==> src/logic/adc_clock_pkg.sv <==
// Constants and types for the converter clock and stop control block
// Operation
// RQ1: Setting a converter's halt bit aborts its scan in progress.
// RQ2: While halted, sync pulses and start-bit writes to it are ignored.
// RQ3: While halted, software may write that converter's result register.
// RQ4: Such a write is passed on like a core sample to the checks.
// RQ5: Any scan in process always runs on the conversion clock.
// RQ6: Software keeps the conversion clock between 100 kHz and 5 MHz.
// RQ7: Conversion clock is the bus clock divided per the divisor field.
// RQ8: Clock runs nonstop in looping scan modes or normal power mode.
// RQ9: Clock runs through converter power-up for the delay field count.
// RQ10: In auto modes the clock runs on until the scan completes.
// RQ11: Standby clock is the oscillator divided by eighty.
// RQ12: Standby clock is used only in auto standby with both idle.
// RQ13: Fastest converter clock period is six system clocks.
// RQ14: A scan start restarts the converter clock phase at once.
// RQ15: Sequential and simultaneous modes share one start event.
// RQ16: Non-simultaneous parallel mode starts each converter on its own.
// RQ17: Only the first starter is aligned; the later waits for an edge.
// RQ18: Which converter is aligned follows start order, not a fixed one.
// RQ19: Low-power modes wait the delay field count before each scan.
// RQ20: Auto standby when standby enable set and auto power-down clear.
// RQ21: Normal mode when auto power-down and auto standby are clear.
// RQ22: Switching clock sources never truncates or glitches a pulse.
// RQ23: Clearing a halt bit does not start a scan by itself.
package adc_clock_pkg;
    localparam logic [7:0] OFF_CONTROL1 = 8'h00;
    localparam logic [7:0] OFF_CONTROL2 = 8'h04;
    localparam logic [7:0] OFF_POWER = 8'h08;
    localparam logic [7:0] OFF_STATUS = 8'h0C;
    localparam logic [7:0] OFF_RESULT0 = 8'h10;
    localparam logic [7:0] OFF_RESULT1 = 8'h14;
    localparam int CTL_HALT_LSB = 0;
    localparam int CTL_TRIG_LSB = 2;
    localparam int CTL_MODE_LSB = 4;
    localparam int CTL_SIMULTANEOUS_FLAG_BIT = 6;
    localparam int PWR_DOWN_LSB = 0;
    localparam int PWR_APD_BIT = 2;
    localparam int PWR_ASB_BIT = 3;
    localparam int PWR_DELAY_LSB = 4;
    localparam int PWR_STS_LSB = 10;
    localparam int STS_BUSY_LSB = 0;
    localparam int STS_STBY_BIT = 2;
    localparam int DIV_W = 5;
    localparam int DELAY_W = 6;
    localparam int RESULT_W = 12;
    localparam logic [1:0] PWR_DOWN_RST = 2'h3;
    localparam logic [DELAY_W-1:0] DELAY_RST = 6'h0D;
    localparam logic [DIV_W-1:0] DIV_RST = 5'h00;
    localparam int MIN_CONV_PERIOD = 6;
    localparam int CONV_HALF_UNIT = MIN_CONV_PERIOD / 2;
    localparam int STANDBY_DIVIDE = 80;
    localparam logic [7:0] STANDBY_HALF = 8'(STANDBY_DIVIDE / 2);
    typedef enum logic [1:0] {
        SCAN_SEQ_ONCE, SCAN_PAR_ONCE, SCAN_SEQ_LOOP, SCAN_PAR_LOOP
    } scan_mode_t;
    typedef enum logic [1:0] {
        ST_IDLE, ST_POWERUP, ST_ALIGN, ST_RUN
    } conv_state_t;
endpackage : adc_clock_pkg

==> src/logic/adc_clock_and_stop_control.sv <==
// Converter clock generation, scan start alignment and halt handling
`timescale 1ns/1ps
module adc_clock_and_stop_control
    import adc_clock_pkg::*;
(
    input wire logic i_clock,
    input wire logic i_rstn,
    input wire logic i_psel,
    input wire logic i_penable,
    input wire logic i_pwrite,
    input wire logic [7:0] i_paddr,
    input wire logic [31:0] i_pwdata,
    output logic [31:0] o_prdata,
    output logic o_pready,
    output logic o_pslverr,
    input wire logic i_osc_tick,
    input wire logic [1:0] i_scan_sync_input,
    input wire logic [1:0] i_scan_done,
    input wire logic [1:0] i_core_valid,
    input wire logic [1:0][RESULT_W-1:0] i_core_data,
    output logic o_conv_clock,
    output logic [1:0] o_scan_start,
    output logic [1:0] o_core_halt,
    output logic [1:0] o_core_power,
    output logic o_standby_current,
    output logic [1:0] o_sample_valid,
    output logic [1:0][RESULT_W-1:0] o_sample_data
);
    // Software-visible state
    logic [1:0] halt_request_bit_q;
    scan_mode_t scan_mode_q;
    logic simultaneous_flag_q;
    logic [DIV_W-1:0] divisor_q;
    logic [1:0] power_down_q;
    logic auto_powerdown_enable_q;
    logic auto_standby_enable_q;
    logic [DELAY_W-1:0] powerup_delay_field_q;
    logic [1:0][RESULT_W-1:0] conversion_result_reg_q;

    // Sequencing state
    conv_state_t state_q [2];
    conv_state_t state_d [2];
    logic [DELAY_W-1:0] wait_q [2];
    logic [DELAY_W-1:0] wait_d [2];
    logic [1:0] start_d;
    logic [DELAY_W-1:0] pu_cnt_q [2];
    logic [1:0] pu_busy_q;

    // Bus decode
    wire setup = i_psel & ~i_penable;
    wire access = i_psel & i_penable & o_pready;
    wire wr = access & i_pwrite;
    wire hit_ctl1 = (i_paddr == OFF_CONTROL1);
    wire hit_ctl2 = (i_paddr == OFF_CONTROL2);
    wire hit_pwr = (i_paddr == OFF_POWER);
    wire hit_sts = (i_paddr == OFF_STATUS);
    wire hit_res0 = (i_paddr == OFF_RESULT0);
    wire hit_res1 = (i_paddr == OFF_RESULT1);
    wire mapped = hit_ctl1 | hit_ctl2 | hit_pwr | hit_sts | hit_res0 |
        hit_res1;
    wire wr_ctl1 = wr & hit_ctl1;
    wire wr_ctl2 = wr & hit_ctl2;
    wire wr_pwr = wr & hit_pwr;
    wire [1:0] wr_res = {wr & hit_res1, wr & hit_res0};

    // Power and scan mode decode
    wire normal_mode = ~auto_powerdown_enable_q & ~auto_standby_enable_q;
    wire standby_mode = auto_standby_enable_q & ~auto_powerdown_enable_q;
    wire low_power = ~normal_mode;
    wire loop_mode = (scan_mode_q == SCAN_SEQ_LOOP) |
        (scan_mode_q == SCAN_PAR_LOOP);
    wire shared_start = (scan_mode_q == SCAN_SEQ_ONCE) |
        (scan_mode_q == SCAN_SEQ_LOOP) | simultaneous_flag_q;

    // Start sources
    wire [1:0] trig_wr = {2{wr_ctl1}} & i_pwdata[CTL_TRIG_LSB +: 2];
    wire [1:0] raw_trig = trig_wr | i_scan_sync_input;
    // One start event drives both converters unless parallel and not
    // simultaneous, where each converter has its own
    wire [1:0] trig_src = shared_start ? {2{raw_trig[0]}} : raw_trig; // see RQ15 see RQ16
    wire [1:0] idle_now = {state_q[1] == ST_IDLE, state_q[0] == ST_IDLE};
    // Halted or powering converters drop their starts silently
    wire [1:0] trig_ok = trig_src & ~halt_request_bit_q & idle_now &
        ~power_down_q & ~pu_busy_q; // see RQ2
    wire any_active = ~&idle_now;
    // Only a start that finds the block idle realigns the clock phase;
    // a later start waits for the next rising edge instead
    wire restart = (|trig_ok) & ~any_active; // see RQ14 see RQ17 see RQ18

    // Conversion clock
    wire [7:0] conv_half = 8'(CONV_HALF_UNIT * (int'(divisor_q) + 1)); // see RQ7 see RQ13
    wire clk_run = any_active | loop_mode | normal_mode | (|pu_busy_q); // see RQ5 see RQ8 see RQ9 see RQ10
    wire conv_level;
    wire conv_rise;
    wire stby_level;
    wire sel_standby = standby_mode & ~any_active & ~(|pu_busy_q); // see RQ12 see RQ20

    // The divider keeps ticking until its level is low, so stopping the
    // clock never leaves a short high pulse behind
    clk_divider #(.W(8)) u_conv_div (
        .i_clock(i_clock),
        .i_rstn(i_rstn),
        .i_tick(clk_run | conv_level),
        .i_restart(restart),
        .i_half(conv_half),
        .o_level(conv_level),
        .o_rise(conv_rise)
    );

    clk_divider #(.W(8)) u_stby_div (
        .i_clock(i_clock),
        .i_rstn(i_rstn),
        .i_tick(i_osc_tick),
        .i_restart(1'b0),
        .i_half(STANDBY_HALF), // see RQ11
        .o_level(stby_level),
        .o_rise()
    );

    clk_switch u_switch (
        .i_clock(i_clock),
        .i_rstn(i_rstn),
        .i_sel_alt(sel_standby),
        .i_main(conv_level),
        .i_alt(stby_level),
        .o_clk(o_conv_clock)
    );

    // Per-converter scan sequencing
    always_comb begin
        for (int n = 0; n < 2; n++) begin
            state_d[n] = state_q[n];
            wait_d[n] = wait_q[n];
            start_d[n] = 1'b0;
            if (halt_request_bit_q[n]) begin
                // Stay idle until a fresh start after the halt clears
                state_d[n] = ST_IDLE; // see RQ1 see RQ23
            end else begin
                unique case (state_q[n])
                    ST_IDLE: begin
                        if (trig_ok[n] && low_power) begin
                            state_d[n] = ST_POWERUP; // see RQ19
                            wait_d[n] = powerup_delay_field_q;
                        end else if (trig_ok[n]) begin
                            state_d[n] = ST_ALIGN;
                        end
                    end
                    ST_POWERUP: begin
                        if (conv_rise && wait_q[n] <= DELAY_W'(1)) begin
                            state_d[n] = ST_ALIGN;
                        end else if (conv_rise) begin
                            wait_d[n] = wait_q[n] - DELAY_W'(1);
                        end
                    end
                    ST_ALIGN: begin
                        if (conv_rise) begin
                            state_d[n] = ST_RUN; // see RQ17
                            start_d[n] = 1'b1;
                        end
                    end
                    ST_RUN: begin
                        if (i_scan_done[n] && !loop_mode) begin
                            state_d[n] = ST_IDLE; // see RQ10
                        end
                    end
                endcase
            end
        end
    end

    always_ff @(posedge i_clock or negedge i_rstn) begin
        if (!i_rstn) begin
            for (int n = 0; n < 2; n++) begin
                state_q[n] <= ST_IDLE;
                wait_q[n] <= '0;
            end
            o_scan_start <= 2'h0;
            o_core_halt <= 2'h0;
        end else begin
            for (int n = 0; n < 2; n++) begin
                state_q[n] <= state_d[n];
                wait_q[n] <= wait_d[n];
            end
            o_scan_start <= start_d;
            o_core_halt <= halt_request_bit_q; // see RQ1
        end
    end

    // Power-up delay after a power-down bit is cleared
    wire [1:0] pd_new = i_pwdata[PWR_DOWN_LSB +: 2];
    always_ff @(posedge i_clock or negedge i_rstn) begin
        if (!i_rstn) begin
            for (int n = 0; n < 2; n++) begin
                pu_cnt_q[n] <= '0;
            end
            pu_busy_q <= 2'h0;
        end else begin
            for (int n = 0; n < 2; n++) begin
                if (wr_pwr && power_down_q[n] && !pd_new[n]) begin
                    pu_cnt_q[n] <= powerup_delay_field_q; // see RQ9
                    pu_busy_q[n] <= (powerup_delay_field_q != '0);
                end else if (pu_busy_q[n] && conv_rise) begin
                    pu_cnt_q[n] <= pu_cnt_q[n] - DELAY_W'(1);
                    pu_busy_q[n] <= (pu_cnt_q[n] > DELAY_W'(1));
                end
            end
        end
    end

    // Control registers
    always_ff @(posedge i_clock or negedge i_rstn) begin
        if (!i_rstn) begin
            halt_request_bit_q <= 2'h0;
            scan_mode_q <= SCAN_SEQ_ONCE;
            simultaneous_flag_q <= 1'b0;
            divisor_q <= DIV_RST;
        end else begin
            if (wr_ctl1) begin
                halt_request_bit_q <= i_pwdata[CTL_HALT_LSB +: 2];
                scan_mode_q <= scan_mode_t'(i_pwdata[CTL_MODE_LSB +: 2]);
                simultaneous_flag_q <= i_pwdata[CTL_SIMULTANEOUS_FLAG_BIT];
            end
            if (wr_ctl2) begin
                divisor_q <= i_pwdata[DIV_W-1:0]; // see RQ7
            end
        end
    end

    always_ff @(posedge i_clock or negedge i_rstn) begin
        if (!i_rstn) begin
            power_down_q <= PWR_DOWN_RST;
            auto_powerdown_enable_q <= 1'b0;
            auto_standby_enable_q <= 1'b0;
            powerup_delay_field_q <= DELAY_RST;
        end else if (wr_pwr) begin
            power_down_q <= pd_new;
            auto_powerdown_enable_q <= i_pwdata[PWR_APD_BIT];
            auto_standby_enable_q <= i_pwdata[PWR_ASB_BIT]; // see RQ20 see RQ21
            powerup_delay_field_q <= i_pwdata[PWR_DELAY_LSB +: DELAY_W];
        end
    end

    // Result registers: core samples normally, software writes when halted
    wire [1:0] sw_sample = wr_res & halt_request_bit_q; // see RQ3
    wire [1:0] hw_sample = i_core_valid & ~halt_request_bit_q;
    always_ff @(posedge i_clock or negedge i_rstn) begin
        if (!i_rstn) begin
            conversion_result_reg_q <= '0;
            o_sample_valid <= 2'h0;
            o_sample_data <= '0;
        end else begin
            for (int n = 0; n < 2; n++) begin
                // A halted-mode write goes out exactly like a core sample
                if (sw_sample[n]) begin
                    conversion_result_reg_q[n] <= i_pwdata[RESULT_W-1:0]; // see RQ3
                    o_sample_data[n] <= i_pwdata[RESULT_W-1:0]; // see RQ4
                end else if (hw_sample[n]) begin
                    conversion_result_reg_q[n] <= i_core_data[n];
                    o_sample_data[n] <= i_core_data[n];
                end
            end
            o_sample_valid <= sw_sample | hw_sample; // see RQ4
        end
    end

    // Core-facing power levels
    always_ff @(posedge i_clock or negedge i_rstn) begin
        if (!i_rstn) begin
            o_core_power <= 2'h0;
            o_standby_current <= 1'b0;
        end else begin
            for (int n = 0; n < 2; n++) begin
                o_core_power[n] <= ~power_down_q[n] &
                    (~auto_powerdown_enable_q | ~idle_now[n]);
            end
            o_standby_current <= sel_standby;
        end
    end

    // Read data
    wire [31:0] rd_ctl1 = 32'({simultaneous_flag_q, scan_mode_q, 2'h0,
        halt_request_bit_q});
    wire [31:0] rd_ctl2 = 32'(divisor_q);
    wire [31:0] rd_pwr = 32'({pu_busy_q, powerup_delay_field_q,
        auto_standby_enable_q, auto_powerdown_enable_q, power_down_q});
    wire [31:0] rd_sts = 32'({sel_standby, ~idle_now});
    wire [31:0] rd_res0 = 32'(conversion_result_reg_q[0]);
    wire [31:0] rd_res1 = 32'(conversion_result_reg_q[1]);
    wire [31:0] rd_data = hit_ctl1 ? rd_ctl1 :
        hit_ctl2 ? rd_ctl2 :
        hit_pwr ? rd_pwr :
        hit_sts ? rd_sts :
        hit_res0 ? rd_res0 :
        hit_res1 ? rd_res1 : 32'h00000000;

    // One wait-free access cycle: answer is prepared during setup so the
    // bus outputs can come straight from flip-flops
    always_ff @(posedge i_clock or negedge i_rstn) begin
        if (!i_rstn) begin
            o_pready <= 1'b0;
            o_pslverr <= 1'b0;
            o_prdata <= 32'h00000000;
        end else begin
            o_pready <= setup;
            o_pslverr <= setup & ~mapped;
            o_prdata <= (setup & ~i_pwrite) ? rd_data : 32'h00000000;
        end
    end
endmodule : adc_clock_and_stop_control

==> src/logic/clk_divider.sv <==
// Restartable divider producing a clock level and a rise pulse
`timescale 1ns/1ps
module clk_divider #(
    parameter int W = 8
) (
    input wire logic i_clock,
    input wire logic i_rstn,
    input wire logic i_tick,
    input wire logic i_restart,
    input wire logic [W-1:0] i_half,
    output logic o_level,
    output logic o_rise
);
    logic [W-1:0] cnt_q;
    wire at_half = (cnt_q >= i_half - W'(1));
    wire toggle = i_tick & at_half;

    always_ff @(posedge i_clock or negedge i_rstn) begin
        if (!i_rstn) begin
            cnt_q <= '0;
            o_level <= 1'b0;
            o_rise <= 1'b0;
        end else if (i_restart) begin
            // Phase restart: a fresh high half starts on this edge
            cnt_q <= '0;
            o_level <= 1'b1;
            o_rise <= 1'b1;
        end else begin
            o_rise <= toggle & ~o_level;
            if (toggle) begin
                cnt_q <= '0;
                o_level <= ~o_level;
            end else if (i_tick) begin
                cnt_q <= cnt_q + W'(1);
            end
        end
    end
endmodule : clk_divider

==> src/logic/clk_switch.sv <==
// Glitch-free selection between two clock levels
`timescale 1ns/1ps
module clk_switch (
    input wire logic i_clock,
    input wire logic i_rstn,
    input wire logic i_sel_alt,
    input wire logic i_main,
    input wire logic i_alt,
    output logic o_clk
);
    logic sel_q;

    always_ff @(posedge i_clock or negedge i_rstn) begin
        if (!i_rstn) begin
            sel_q <= 1'b0;
            o_clk <= 1'b0;
        end else begin
            // Swap only while both sources are low so no pulse is cut
            if (!i_main && !i_alt) begin
                sel_q <= i_sel_alt; // see RQ22
            end
            o_clk <= sel_q ? i_alt : i_main;
        end
    end
endmodule : clk_switch

==> config.mk <==
export PLATFORM = sky130hd
export DESIGN_NAME = adc_clock_and_stop_control
export DESIGN_NICKNAME = d
export VERILOG_FILES = /design/src/logic/adc_clock_pkg.sv /design/src/logic/adc_clock_and_stop_control.sv /design/src/logic/clk_divider.sv /design/src/logic/clk_switch.sv
export SDC_FILE = /design/constraint.sdc
export NUM_CORES = 1
export LEC_CHECK = 0
export ABC_AREA = 0
export BUFFER_PORTS_ARGS = -buffer_cell sky130_fd_sc_hd__buf_2
export CORE_MARGIN = 8
export CORE_UTILIZATION = 45
export CTS_BUF_LIST = sky130_fd_sc_hd__clkbuf_16
export DETAILED_ROUTE_END_ITERATION = 10
export MAX_ROUTING_LAYER = met4
export PLACE_DENSITY_LB_ADDON = 0.3
export SETUP_SLACK_MARGIN = 0.3
export SLEW_MARGIN = 25
export SYNTH_ARGS = -nofsm -noshare
export SYNTH_HDL_FRONTEND = slang
export SYNTH_HIERARCHICAL = 1
export SYNTH_SLANG_ARGS = --single-unit
==> constraint.sdc <==
create_clock -name i_clock -period 9.95 [get_ports i_clock]
set_clock_uncertainty 0.15 [all_clocks]
set_input_delay 1.4925 -clock i_clock [delete_from_list [all_inputs] [get_ports i_clock]]
set_output_delay 1.4925 -clock i_clock [all_outputs]
set_load 0.02 [all_outputs]
==> results.py, run 1 <==
metrics = {
    "critical_path": {
        "slowest_stage": "dfrtp_1",
        "critical_path.top_delay_family": "compound AO/OA/AOI/OAI gates",
        "cp_max_fo": 10,
        "crit_path_end_kind": "flop",
        "rrSetupSlack_ns": 5.53,
        "slowest_delay_ns": 0.43,
        "crit_top_cell": "ha_1",
        "startpoint_type": "flop",
        "path_cells": "inv_1 -> ha_1 -> inv_1 -> ha_1 -> a21oi_1 -> nor2b_1 -> o21ai_0 -> nand2b_1 -> xor2_1 -> nor4_1 -> nand2_1 -> xor2_1 -> ha_1 -> a211oi_1 -> nand2_1 -> a31oi_4 -> o21ai_4 -> o311ai_2",
        "critPathArrivalTime_ns": 4.58,
        "critPathKind": "reg -> reg",
        "crit_required_ns": 10.11,
        "cp_num_buf_inv": 2,
    },
    "worst_hold_path": {
        "hold_path.class": "reg -> reg",
    },
    "grt": {
        "grt_pass1_wl_microns": 30400,
        "grt.total_usage_pct": 19.6,
        "grt_overflow": 0,
        "antenna_found_initial": 0,
        "grt_start_max_net_pins": 65,
        "grt_pass1_vias": 5843,
    },
    "run": {
        "drv_cap": 0,
    },
    "detailed_routing": {
        "drcViolationCount": 0,
        "drt-pass1-iter-count": 5,
        "ant_nets": 0,
        "totalWireLength_microns": 19200,
        "wl_per_cell_microns": 17.4,
        "drt_iter0_markers": 395,
        "viasPerCell": 5.44,
        "num_vias": 6007,
    },
    "cts": {
        "ctsHtreeMaxLevel": 4,
        "postCtsHoldBufs": 0,
        "clkLatencyLatePin_ns": 0.42,
        "cts.sinks": 118,
        "clockRootBuffer": "clkbuf_16",
        "ctsLongestPathBuffers": 2,
        "cts_buffers": 17,
        "cts_setup_buffers": 0,
        "cts.clk_slew.worst_paths_ns": 0.05,
        "post_cts_resized": 0,
        "cts_tree": "done",
    },
    "sta": {
        "period_needed_ns": 4.42,
        "fin_setup_tns_ns": 0,
        "fmax_mhz": 226,
        "worst_slew_pin_slew_ns": 1.07,
        "whs_ns": 0.353,
        "maxSlewHeadroom_pct": 28.3,
        "hold_violations": 0,
        "setup_viol": 0,
        "rsz0062_at_grt": "no",
        "period_share_pct": 44.4,
        "drv_slew": 0,
    },
    "logic_synthesis": {
        "avgSynthCellArea_sq_um": 9.66,
        "yosys_warnings": 6,
        "syn_inst": 750,
        "netlist_area_sq_mm": 0.00724,
    },
    "finish": {
        "nNetsFinal": 995,
        "area_growth_pct": 18.5,
        "drive_above_1_share_pct": 22.3,
        "fin_cells": 1104,
        "diodes": 0,
    },
    "die": {
        "die_h_microns": 143,
        "fp.dieW_microns": 143,
        "rows": 46,
        "start_util_pct": 45.8,
        "die-area_sq_mm": 0.0204,
        "ios": 144,
        "coreArea_sq_mm": 0.0158,
    },
    "pwr": {
        "p_leak_nw": 4.13,
        "p_per_area_mw_per_mm2": 205,
        "worst_ir_drop_vdd_v": 0.000183,
    },
    "placement": {
        "dp_cells": 1072,
        "gp_congestion": 0.883,
        "dp_hpwl_microns": 13900,
        "port_buffers": 103,
    },
    "outcome": {
        "status": "finished, final reports clean",
    },
}
[registers in the layout (all words and copies together), names as in the netlist, 4 cells and up]
name                     count
conversion_result_reg_q     24
divisor_q                    5
o_prdata                    12
powerup_delay_field_q        6
pu_cnt_q                    12
state_q                      4
u_conv_div/cnt_q             8
u_stby_div/cnt_q             8
wait_q                      12
[through the flow]
| step | instance area, sq um | total power [W] | utilization [%] | worst slack, ns |
|---|---|---|---|---|
| after global routing | 8580 | 0.00185 | 54.2 | 5.10 |
| after CTS | 8580 | 0.00176 | 54.2 | 5.51 |
| after floorplan | 7410 | 0.000994 | - | 6.00 |
| final | 8580 | 0.00176 | 54.2 | 5.53 |
| after global placement | 7960 | 0.00111 | 50.3 | 5.39 |
| after detailed placement | 7960 | 0.00111 | 50.3 | 5.39 |
[cells in the final DEF (no fill, tap or decap), types with 5 or more instances in the layout]
cell type / n
a21o_1: 17
a21oi_1: 46
a22o_1: 14
a22oi_1: 15
a311oi_1: 6
and3_1: 9
buf_2: 102
clkbuf_16: 17
conb_1: 47
dfrtp_1: 113
dfstp_2: 5
ha_1: 44
inv_1: 40
mux2_2: 20
mux2i_1: 10
nand2_1: 83
nand2b_1: 18
nand3_1: 22
nand4_1: 6
nor2_1: 40
nor2b_1: 7
nor3_1: 26
nor4_1: 7
o21ai_0: 26
o22ai_1: 5
or3_1: 5
or4_1: 6
xnor2_1: 16
xor2_1: 15
[layer usage]
metal	global-route usage [%]	wire length, microns
met1	25.3	8640
met2	30.5	9340
met4	5.20	249
met5	-	0
met3	4.41	938
[worst paths after layout]
check | cells after the start | start | endpoint
max | 18 | divisor_q[0]$_DFFE_PN0P_ | u_conv_div/cnt_q[7]$_DFFE_PN0P_
min | 1 | u_switch/sel_q$_DFFE_PN0P_ | u_switch/sel_q$_DFFE_PN0P_
max reg2reg | 18 | divisor_q[0]$_DFFE_PN0P_ | u_conv_div/cnt_q[7]$_DFFE_PN0P_
min reg2reg | 1 | u_switch/sel_q$_DFFE_PN0P_ | u_switch/sel_q$_DFFE_PN0P_
max in group asynchronous | 2 | i_rstn | conversion_result_reg_q[15]$_DFFE_PN0P_
min in group asynchronous | 1 | i_rstn | o_scan_start[0]$_DFF_PN0_
[worst register-to-register path: stages (launching register included)]
cell      delay (ns)
dfrtp_1         0.43
inv_1           0.17
ha_1            0.36
inv_1           0.05
ha_1            0.26
a21oi_1         0.23
nor2b_1         0.09
o21ai_0         0.16
nand2b_1        0.12
xor2_1          0.18
nor4_1          0.37
nand2_1         0.11
xor2_1          0.17
ha_1            0.31
a211oi_1        0.24
nand2_1         0.14
a31oi_4         0.36
o21ai_4         0.15
o311ai_2        0.27
[final cells by class]
cell class	count	area (sq um)
Clock buffer	17	425
Clock inverter	15	189
Fill cell	1453	7250
Inverter	38	143
Multi-Input combinational cell	594	4060
Sequential cell	118	2960
Tap cell	216	270
Timing Repair Buffer	106	541
[power by group]
group          leakage [nW]  internal, W  switching, W
clock network         0.307     0.000416      0.000228
logic                  2.35     0.000206      0.000304
registers              1.47     0.000541     0.0000635
total                  4.13      0.00116      0.000595
(Power assumes the default switching activity.)
==> run 2: changes to the inputs <==
- clock period: 9.95 -> 4 ns (I/O delays scaled with it)
==> run 2 against run 1 <==
Clock-buffer cell count is the same. Flip-flop and latch count unchanged. Via count rose by 1.4%. Fmax up 16%. Register-to-register slack worse by 5.3 ns. Utilization up 2.0 points. Global-route usage up 1.0 points. Power rose to 2.6 times the previous value. Design area grew 3.6%. Largest cell class unchanged. First-iteration DRC count decreased by 5.1%. Sequential power rose to 2.5 times the previous value.
==> results.py, run 2 (synthesized netlist as in run 1, its figures left out) <==
metrics = {
    "sta": {
        "fmax_mhz": 262,
        "rsz0062_at_grt": "yes",
        "worst_slew_pin_slew_ns": 0.961,
        "setup_ws_ns": 0.188,
        "period_needed_ns": 3.81,
        "period_share_pct": 95.3,
        "setup_viol": 0,
        "drv_slew": 0,
        "maxSlewHeadroom_pct": 35.7,
        "hold_violations": 0,
    },
    "die": {
        "fp.dieW_microns": 143,
        "ios": 144,
        "die_h_microns": 143,
        "coreArea_sq_mm": 0.0158,
        "start_util_pct": 45.8,
        "rows": 46,
        "die-area_sq_mm": 0.0204,
    },
    "finish": {
        "drive_above_1_share_pct": 26.6,
        "layout_common_cells": "111 x dfrtp_1, 102 x buf_2, 82 x nand2_1",
        "diodes": 0,
        "area_growth_pct": 22.8,
        "fin_area_sq_mm": 0.00889,
        "fin_cells": 1130,
        "top_register": "conversion_result_reg_q",
        "nNetsFinal": 1021,
        "largest_reg_flops": 24,
        "final_common_cell": "dfrtp_1",
    },
    "grt": {
        "grt_util_met3_pct": 3.57,
        "grtUsageMet1_pct": 25.6,
        "antenna_found_initial": 0,
        "grt_start_max_net_pins": 63,
        "grt_util_met2_pct": 33.8,
        "grt.total_usage_pct": 20.6,
        "grt-busiest-layer": "met2",
        "grt_pass1_vias": 6275,
        "grt_pass1_wl_microns": 32300,
        "grt_overflow": 0,
    },
    "cts": {
        "cts.clk_slew.worst_paths_ns": 0.06,
        "cts_buffers": 17,
        "clockRootBuffer": "clkbuf_16",
        "cts_tree": "done",
        "cts.sinks": 118,
        "clkLatencyLatePin_ns": 0.42,
        "ctsHtreeMaxLevel": 4,
        "ctsLongestPathBuffers": 2,
    },
    "pwr": {
        "p_per_area_mw_per_mm2": 511,
        "worst_ir_drop_vdd_v": 0.000344,
        "p_leak_nw": 4.27,
    },
    "critical_path": {
        "reg2reg_from": "divisor_q[0]$_DFFE_PN0P_",
        "r2r-end": "u_conv_div/cnt_q[3]$_DFFE_PN0P_",
        "startpoint_type": "flop",
        "critPathArrivalTime_ns": 3.96,
        "reg2reg_depth": 19,
        "slowest_stage": "dfrtp_2",
        "cp_num_cells": 19,
        "crit_required_ns": 4.15,
        "cp_max_fo": 6,
        "slowest_delay_ns": 0.46,
        "critPathKind": "reg -> reg",
        "crit_path_end_kind": "flop",
        "path_cells": "ha_4 -> xor2_2 -> ha_1 -> a21oi_2 -> nor2b_2 -> o21ai_1 -> nand2b_1 -> a21oi_2 -> xnor2_2 -> nor3_1 -> nand2_1 -> xor2_1 -> ha_1 -> and3_4 -> a31oi_4 -> buf_6 -> buf_6 -> a21o_2 -> a22o_2",
        "crit_end": "u_conv_div/cnt_q[3]$_DFFE_PN0P_",
        "critical_path.top_delay_family": "compound AO/OA/AOI/OAI gates",
        "rrSetupSlack_ns": 0.19,
        "cp_num_buf_inv": 2,
        "crit_start": "divisor_q[0]$_DFFE_PN0P_",
    },
    "detailed_routing": {
        "totalWireLength_microns": 19800,
        "viasPerCell": 5.39,
        "ant_nets": 0,
        "wl_per_cell_microns": 17.5,
        "drcViolationCount": 0,
        "drt_iter0_markers": 375,
        "drt-pass1-iter-count": 5,
        "num_vias": 6089,
    },
    "outcome": {
        "status": "finished, final reports clean",
    },
    "placement": {
        "gp_congestion": 0.870,
        "port_buffers": 103,
        "dp_cells": 1084,
        "place_ws_ns": 0.0169,
        "placed_area_sq_mm": 0.00808,
        "dp_hpwl_microns": 14500,
    },
    "run": {
        "drv_cap": 0,
    },
    "worst_hold_path": {
        "hold_path.class": "in -> async",
    },
}
[run 2: worst min path at each step]
stage | startpoint | endpoint | slack [ns] | cells past startpoint
detailed placement | conversion_result_reg_q[1]$_DFFE_PN0P_ | conversion_result_reg_q[1]$_DFFE_PN0P_ | 0.34 | 2
global placement | u_switch/sel_q$_DFFE_PN0P_ | u_switch/sel_q$_DFFE_PN0P_ | 0.33 | 1
floorplan | i_rstn | auto_powerdown_enable_q$_DFFE_PN0P_ | 0.15 | 0
global route | i_rstn | conversion_result_reg_q[22]$_DFFE_PN0P_ | 0.17 | 1
CTS | i_rstn | conversion_result_reg_q[22]$_DFFE_PN0P_ | 0.13 | 1
finish | i_rstn | conversion_result_reg_q[22]$_DFFE_PN0P_ | 0.11 | 1
[run 2: cell type report]
cell class | count | area, sq um
fill | 1391 | 6930
timing repair buffer | 132 | 751
sequential | 118 | 2960
clock inverter | 15 | 193
tap | 216 | 270
multi-input combinational | 594 | 4150
clock buffer | 17 | 425
inverter | 38 | 143
[run 2: routing by layer]
metal | part of all wire (%) | vias up
li1 | - | 2953
met1 | 44 | 2972
met2 | 50 | 144
met3 | 4.4 | 20
met4 | 1.1 | 0
met5 | 0 | -
[run 2: per-stage QoR]
stage	hold WS, ns	setup TNS [ns]	util (%)	total power, W
floorplan	0.154	0	-	0.00247
global placement	0.327	0	51.0	0.00280
detailed placement	0.343	0	51.0	0.00283
CTS	0.130	0	55.7	0.00450
global route	0.167	-0.0244	56.2	0.00482
finish	0.106	0	56.2	0.00455
[run 2: timing repair]
item	in CTS	in global routing
resized for setup	10	11
setup endpoints to repair	10	10
pin swaps	13	5
setup buffers	9	5
hold buffers	0	0
[run 2: where the power goes]
| group | internal [W] | total (W) | switching, W |
|---|---|---|---|
| Sequential | 0.00135 | 0.00151 | 0.000165 |
| Combinational | 0.000635 | 0.00144 | 0.000808 |
| Clock | 0.00103 | 0.00159 | 0.000559 |
==> run 3: changes to the inputs <==
- PLACE_DENSITY: unset -> 0.76
- PLACE_DENSITY_LB_ADDON: 0.3 -> unset
==> run 3 against run 2 <==
Sequential power is essentially flat. Register-to-register slack lost 0.098 ns. Global-route usage grew 0.13 points. Non-clock buffer count grew 2. Design area grew 0.79%. First-iteration DRC count grew 43%. Critical endpoint is now u_conv_div/cnt_q[7]$_DFFE_PN0P_. Largest power group unchanged. Highest routed layer unchanged.
==> results.py, run 3 (synthesized netlist as in run 1, its figures left out) <==
metrics = {
    "pwr": {
        "p_sw_share_pct": 34.6,
        "p_switching_w": 0.00156,
        "p_int_w": 0.00296,
        "power.share.clock_pct": 34.6,
        "p_leak_nw": 4.27,
        "p_per_area_mw_per_mm2": 505,
        "pwr-share-comb_pct": 32.1,
        "worst_ir_drop_vdd_v": 0.000409,
        "p_seq_share_pct": 33.3,
    },
    "cts": {
        "ctsHtreeMaxLevel": 4,
        "cts_buffers": 17,
        "cts.sinks": 118,
        "clkLatencyLatePin_ns": 0.43,
        "ctsLongestPathBuffers": 2,
        "cts.clk_slew.worst_paths_ns": 0.06,
        "clockRootBuffer": "clkbuf_16",
        "cts_tree": "done",
    },
    "grt": {
        "grt.total_usage_pct": 20.7,
        "grt_start_max_net_pins": 70,
        "grt_overflow": 0,
        "antenna_found_initial": 1,
        "grt_pass1_wl_microns": 32100,
        "grt_pass1_vias": 6212,
    },
    "die": {
        "ios": 144,
        "coreArea_sq_mm": 0.0158,
        "die-area_sq_mm": 0.0204,
        "rows": 46,
        "die_h_microns": 143,
        "fp.dieW_microns": 143,
        "start_util_pct": 45.8,
    },
    "detailed_routing": {
        "drt-pass1-iter-count": 8,
        "num_vias": 6307,
        "wl_per_cell_microns": 17.9,
        "drcViolationCount": 0,
        "drt_iter0_markers": 536,
        "ant_nets": 0,
        "viasPerCell": 5.57,
        "totalWireLength_microns": 20300,
    },
    "outcome": {
        "status": "finished, final reports clean",
    },
    "finish": {
        "drive_above_1_share_pct": 27.6,
        "top_register": "conversion_result_reg_q",
        "fill_cells": 1363,
        "nNetsFinal": 1023,
        "area_growth_pct": 23.8,
        "largest_reg_flops": 24,
        "layout_common_cells": "110 x dfrtp_1, 102 x buf_2, 82 x nand2_1",
        "final_common_cell": "dfrtp_1",
    },
    "sta": {
        "fmax_mhz": 256,
        "maxSlewHeadroom_pct": 33.0,
        "setup_ws_ns": 0.0904,
        "drv_slew": 0,
        "whs_ns": 0.0472,
        "setup_viol": 0,
        "worst_slew_pin_slew_ns": 1.00,
        "rsz0062_at_grt": "yes",
        "period_share_pct": 97.7,
        "hold_violations": 0,
        "period_needed_ns": 3.91,
    },
    "placement": {
        "port_buffers": 103,
        "gp_congestion": 0.881,
        "place_ws_ns": -0.0752,
        "dp_hpwl_microns": 14400,
    },
    "critical_path": {
        "slowest_delay_ns": 0.46,
        "critPathKind": "reg -> reg",
        "path_cells": "ha_4 -> xor2_4 -> ha_4 -> a21oi_4 -> nor2b_2 -> o21ai_2 -> nand2b_1 -> a21oi_2 -> xnor2_2 -> nor3_2 -> nand2_1 -> xor2_1 -> ha_1 -> a211oi_2 -> nand2_2 -> a31oi_4 -> buf_6 -> o21ai_4 -> o311ai_2",
        "slowest_stage": "dfrtp_2",
        "startpoint_type": "flop",
        "crit_required_ns": 4.17,
        "critPathArrivalTime_ns": 4.08,
        "cp_max_fo": 6,
        "crit_path_end_kind": "flop",
        "crit_top_cell": "ha_4",
    },
    "worst_hold_path": {
        "hold_path.class": "in -> async",
    },
    "run": {
        "drv_cap": 0,
    },
}
==> run 3: cell count changes in the layout (fill, tap and decap cells not counted), sizes merged <==
cell	before	now
buf	132	134
diode	0	1
bufinv	4	3
clkinvlp	4	2
clkinv	4	7
==> run 3: power by group through the flow <==
stage	sequential, W	combinational (W)	clock (W)
floorplan	0.00152	0.000957	0
global placement	0.00152	0.00126	0
detailed placement	0.00152	0.00130	0
CTS	0.00150	0.00136	0.00158
global route	0.00153	0.00161	0.00165
finish	0.00151	0.00145	0.00157
==> run 3: through the flow <==
stage / std cells / power (W) / cell area [sq um] / utilization [%] / setup TNS, ns
after floorplan: 795 / 0.00247 / 7440 / - / 0
after global placement: 1082 / 0.00278 / 8080 / 51.0 / 0
after detailed placement: 1082 / 0.00281 / 8080 / 51.0 / -0.151
after CTS: 1125 / 0.00444 / 8850 / 55.9 / 0
after global routing: 1133 / 0.00479 / 8960 / 56.6 / -0.470
final: 1133 / 0.00453 / 8960 / 56.6 / 0
==> run 3: worst max-delay path: cells and delay by family (launching register included) <==
| family | cells | cell delay (ns) |
|---|---|---|
| AND/OR/NAND/NOR | 5 | 0.53 |
| AO/OA/AOI/OAI | 7 | 1.28 |
| buffers and inverters | 1 | 0.15 |
| XOR/XNOR | 3 | 0.47 |
| adder cells (fa/ha/maj) | 3 | 0.77 |
| flip-flops | 1 | 0.46 |
==> run 3: repair_timing <==
action	in CTS	in global routing
gates resized for setup	16	12
setup buffers	11	7
pin swaps	13	4
hold buffers	0	0
endpoints found under the setup margin	10	10
hold endpoints to repair	0	0
==> run 3: cell type report <==
class                   instances  area, sq um  area share (%)
repair buffers                134          778            8.68
multi-input cells             594         4210            46.9
flip-flops and latches        118         2960            33.1
clock inverters                15          176            1.97
diodes                          1         2.50          0.0279
inverters                      38          143            1.59
well taps                     216          270            3.02
clock buffers                  17          425            4.75
==> run 3: worst paths after layout <==
| kind | startpoint | to | slack (ns) | cells past startpoint |
|---|---|---|---|---|
| setup / recovery | divisor_q[0]$_DFFE_PN0P_ | u_conv_div/cnt_q[7]$_DFFE_PN0P_ | 0.09 | 19 |
| hold / removal | i_rstn | u_stby_div/cnt_q[7]$_DFFE_PN0P_ | 0.05 | 1 |
| setup reg to reg | divisor_q[0]$_DFFE_PN0P_ | u_conv_div/cnt_q[7]$_DFFE_PN0P_ | 0.09 | 19 |
| hold reg to reg | conversion_result_reg_q[13]$_DFFE_PN0P_ | conversion_result_reg_q[13]$_DFFE_PN0P_ | 0.35 | 1 |
| max in group asynchronous | i_rstn | powerup_delay_field_q[0]$_DFFE_PN1P_ | 2.81 | 2 |
| min in group i_clock | i_core_data[7] | conversion_result_reg_q[7]$_DFFE_PN0P_ | 0.25 | 3 |
==> run 3: routing by layer <==
| layer | wire (microns) | vias to the layer above | global-route usage (%) |
|---|---|---|---|
| met5 | 0 | - | - |
| met4 | 434 | 0 | 8.00 |
| met3 | 1270 | 42 | 4.27 |
| met2 | 10000 | 226 | 33.5 |
| met1 | 8580 | 3084 | 25.0 |
| li1 | - | 2955 | - |
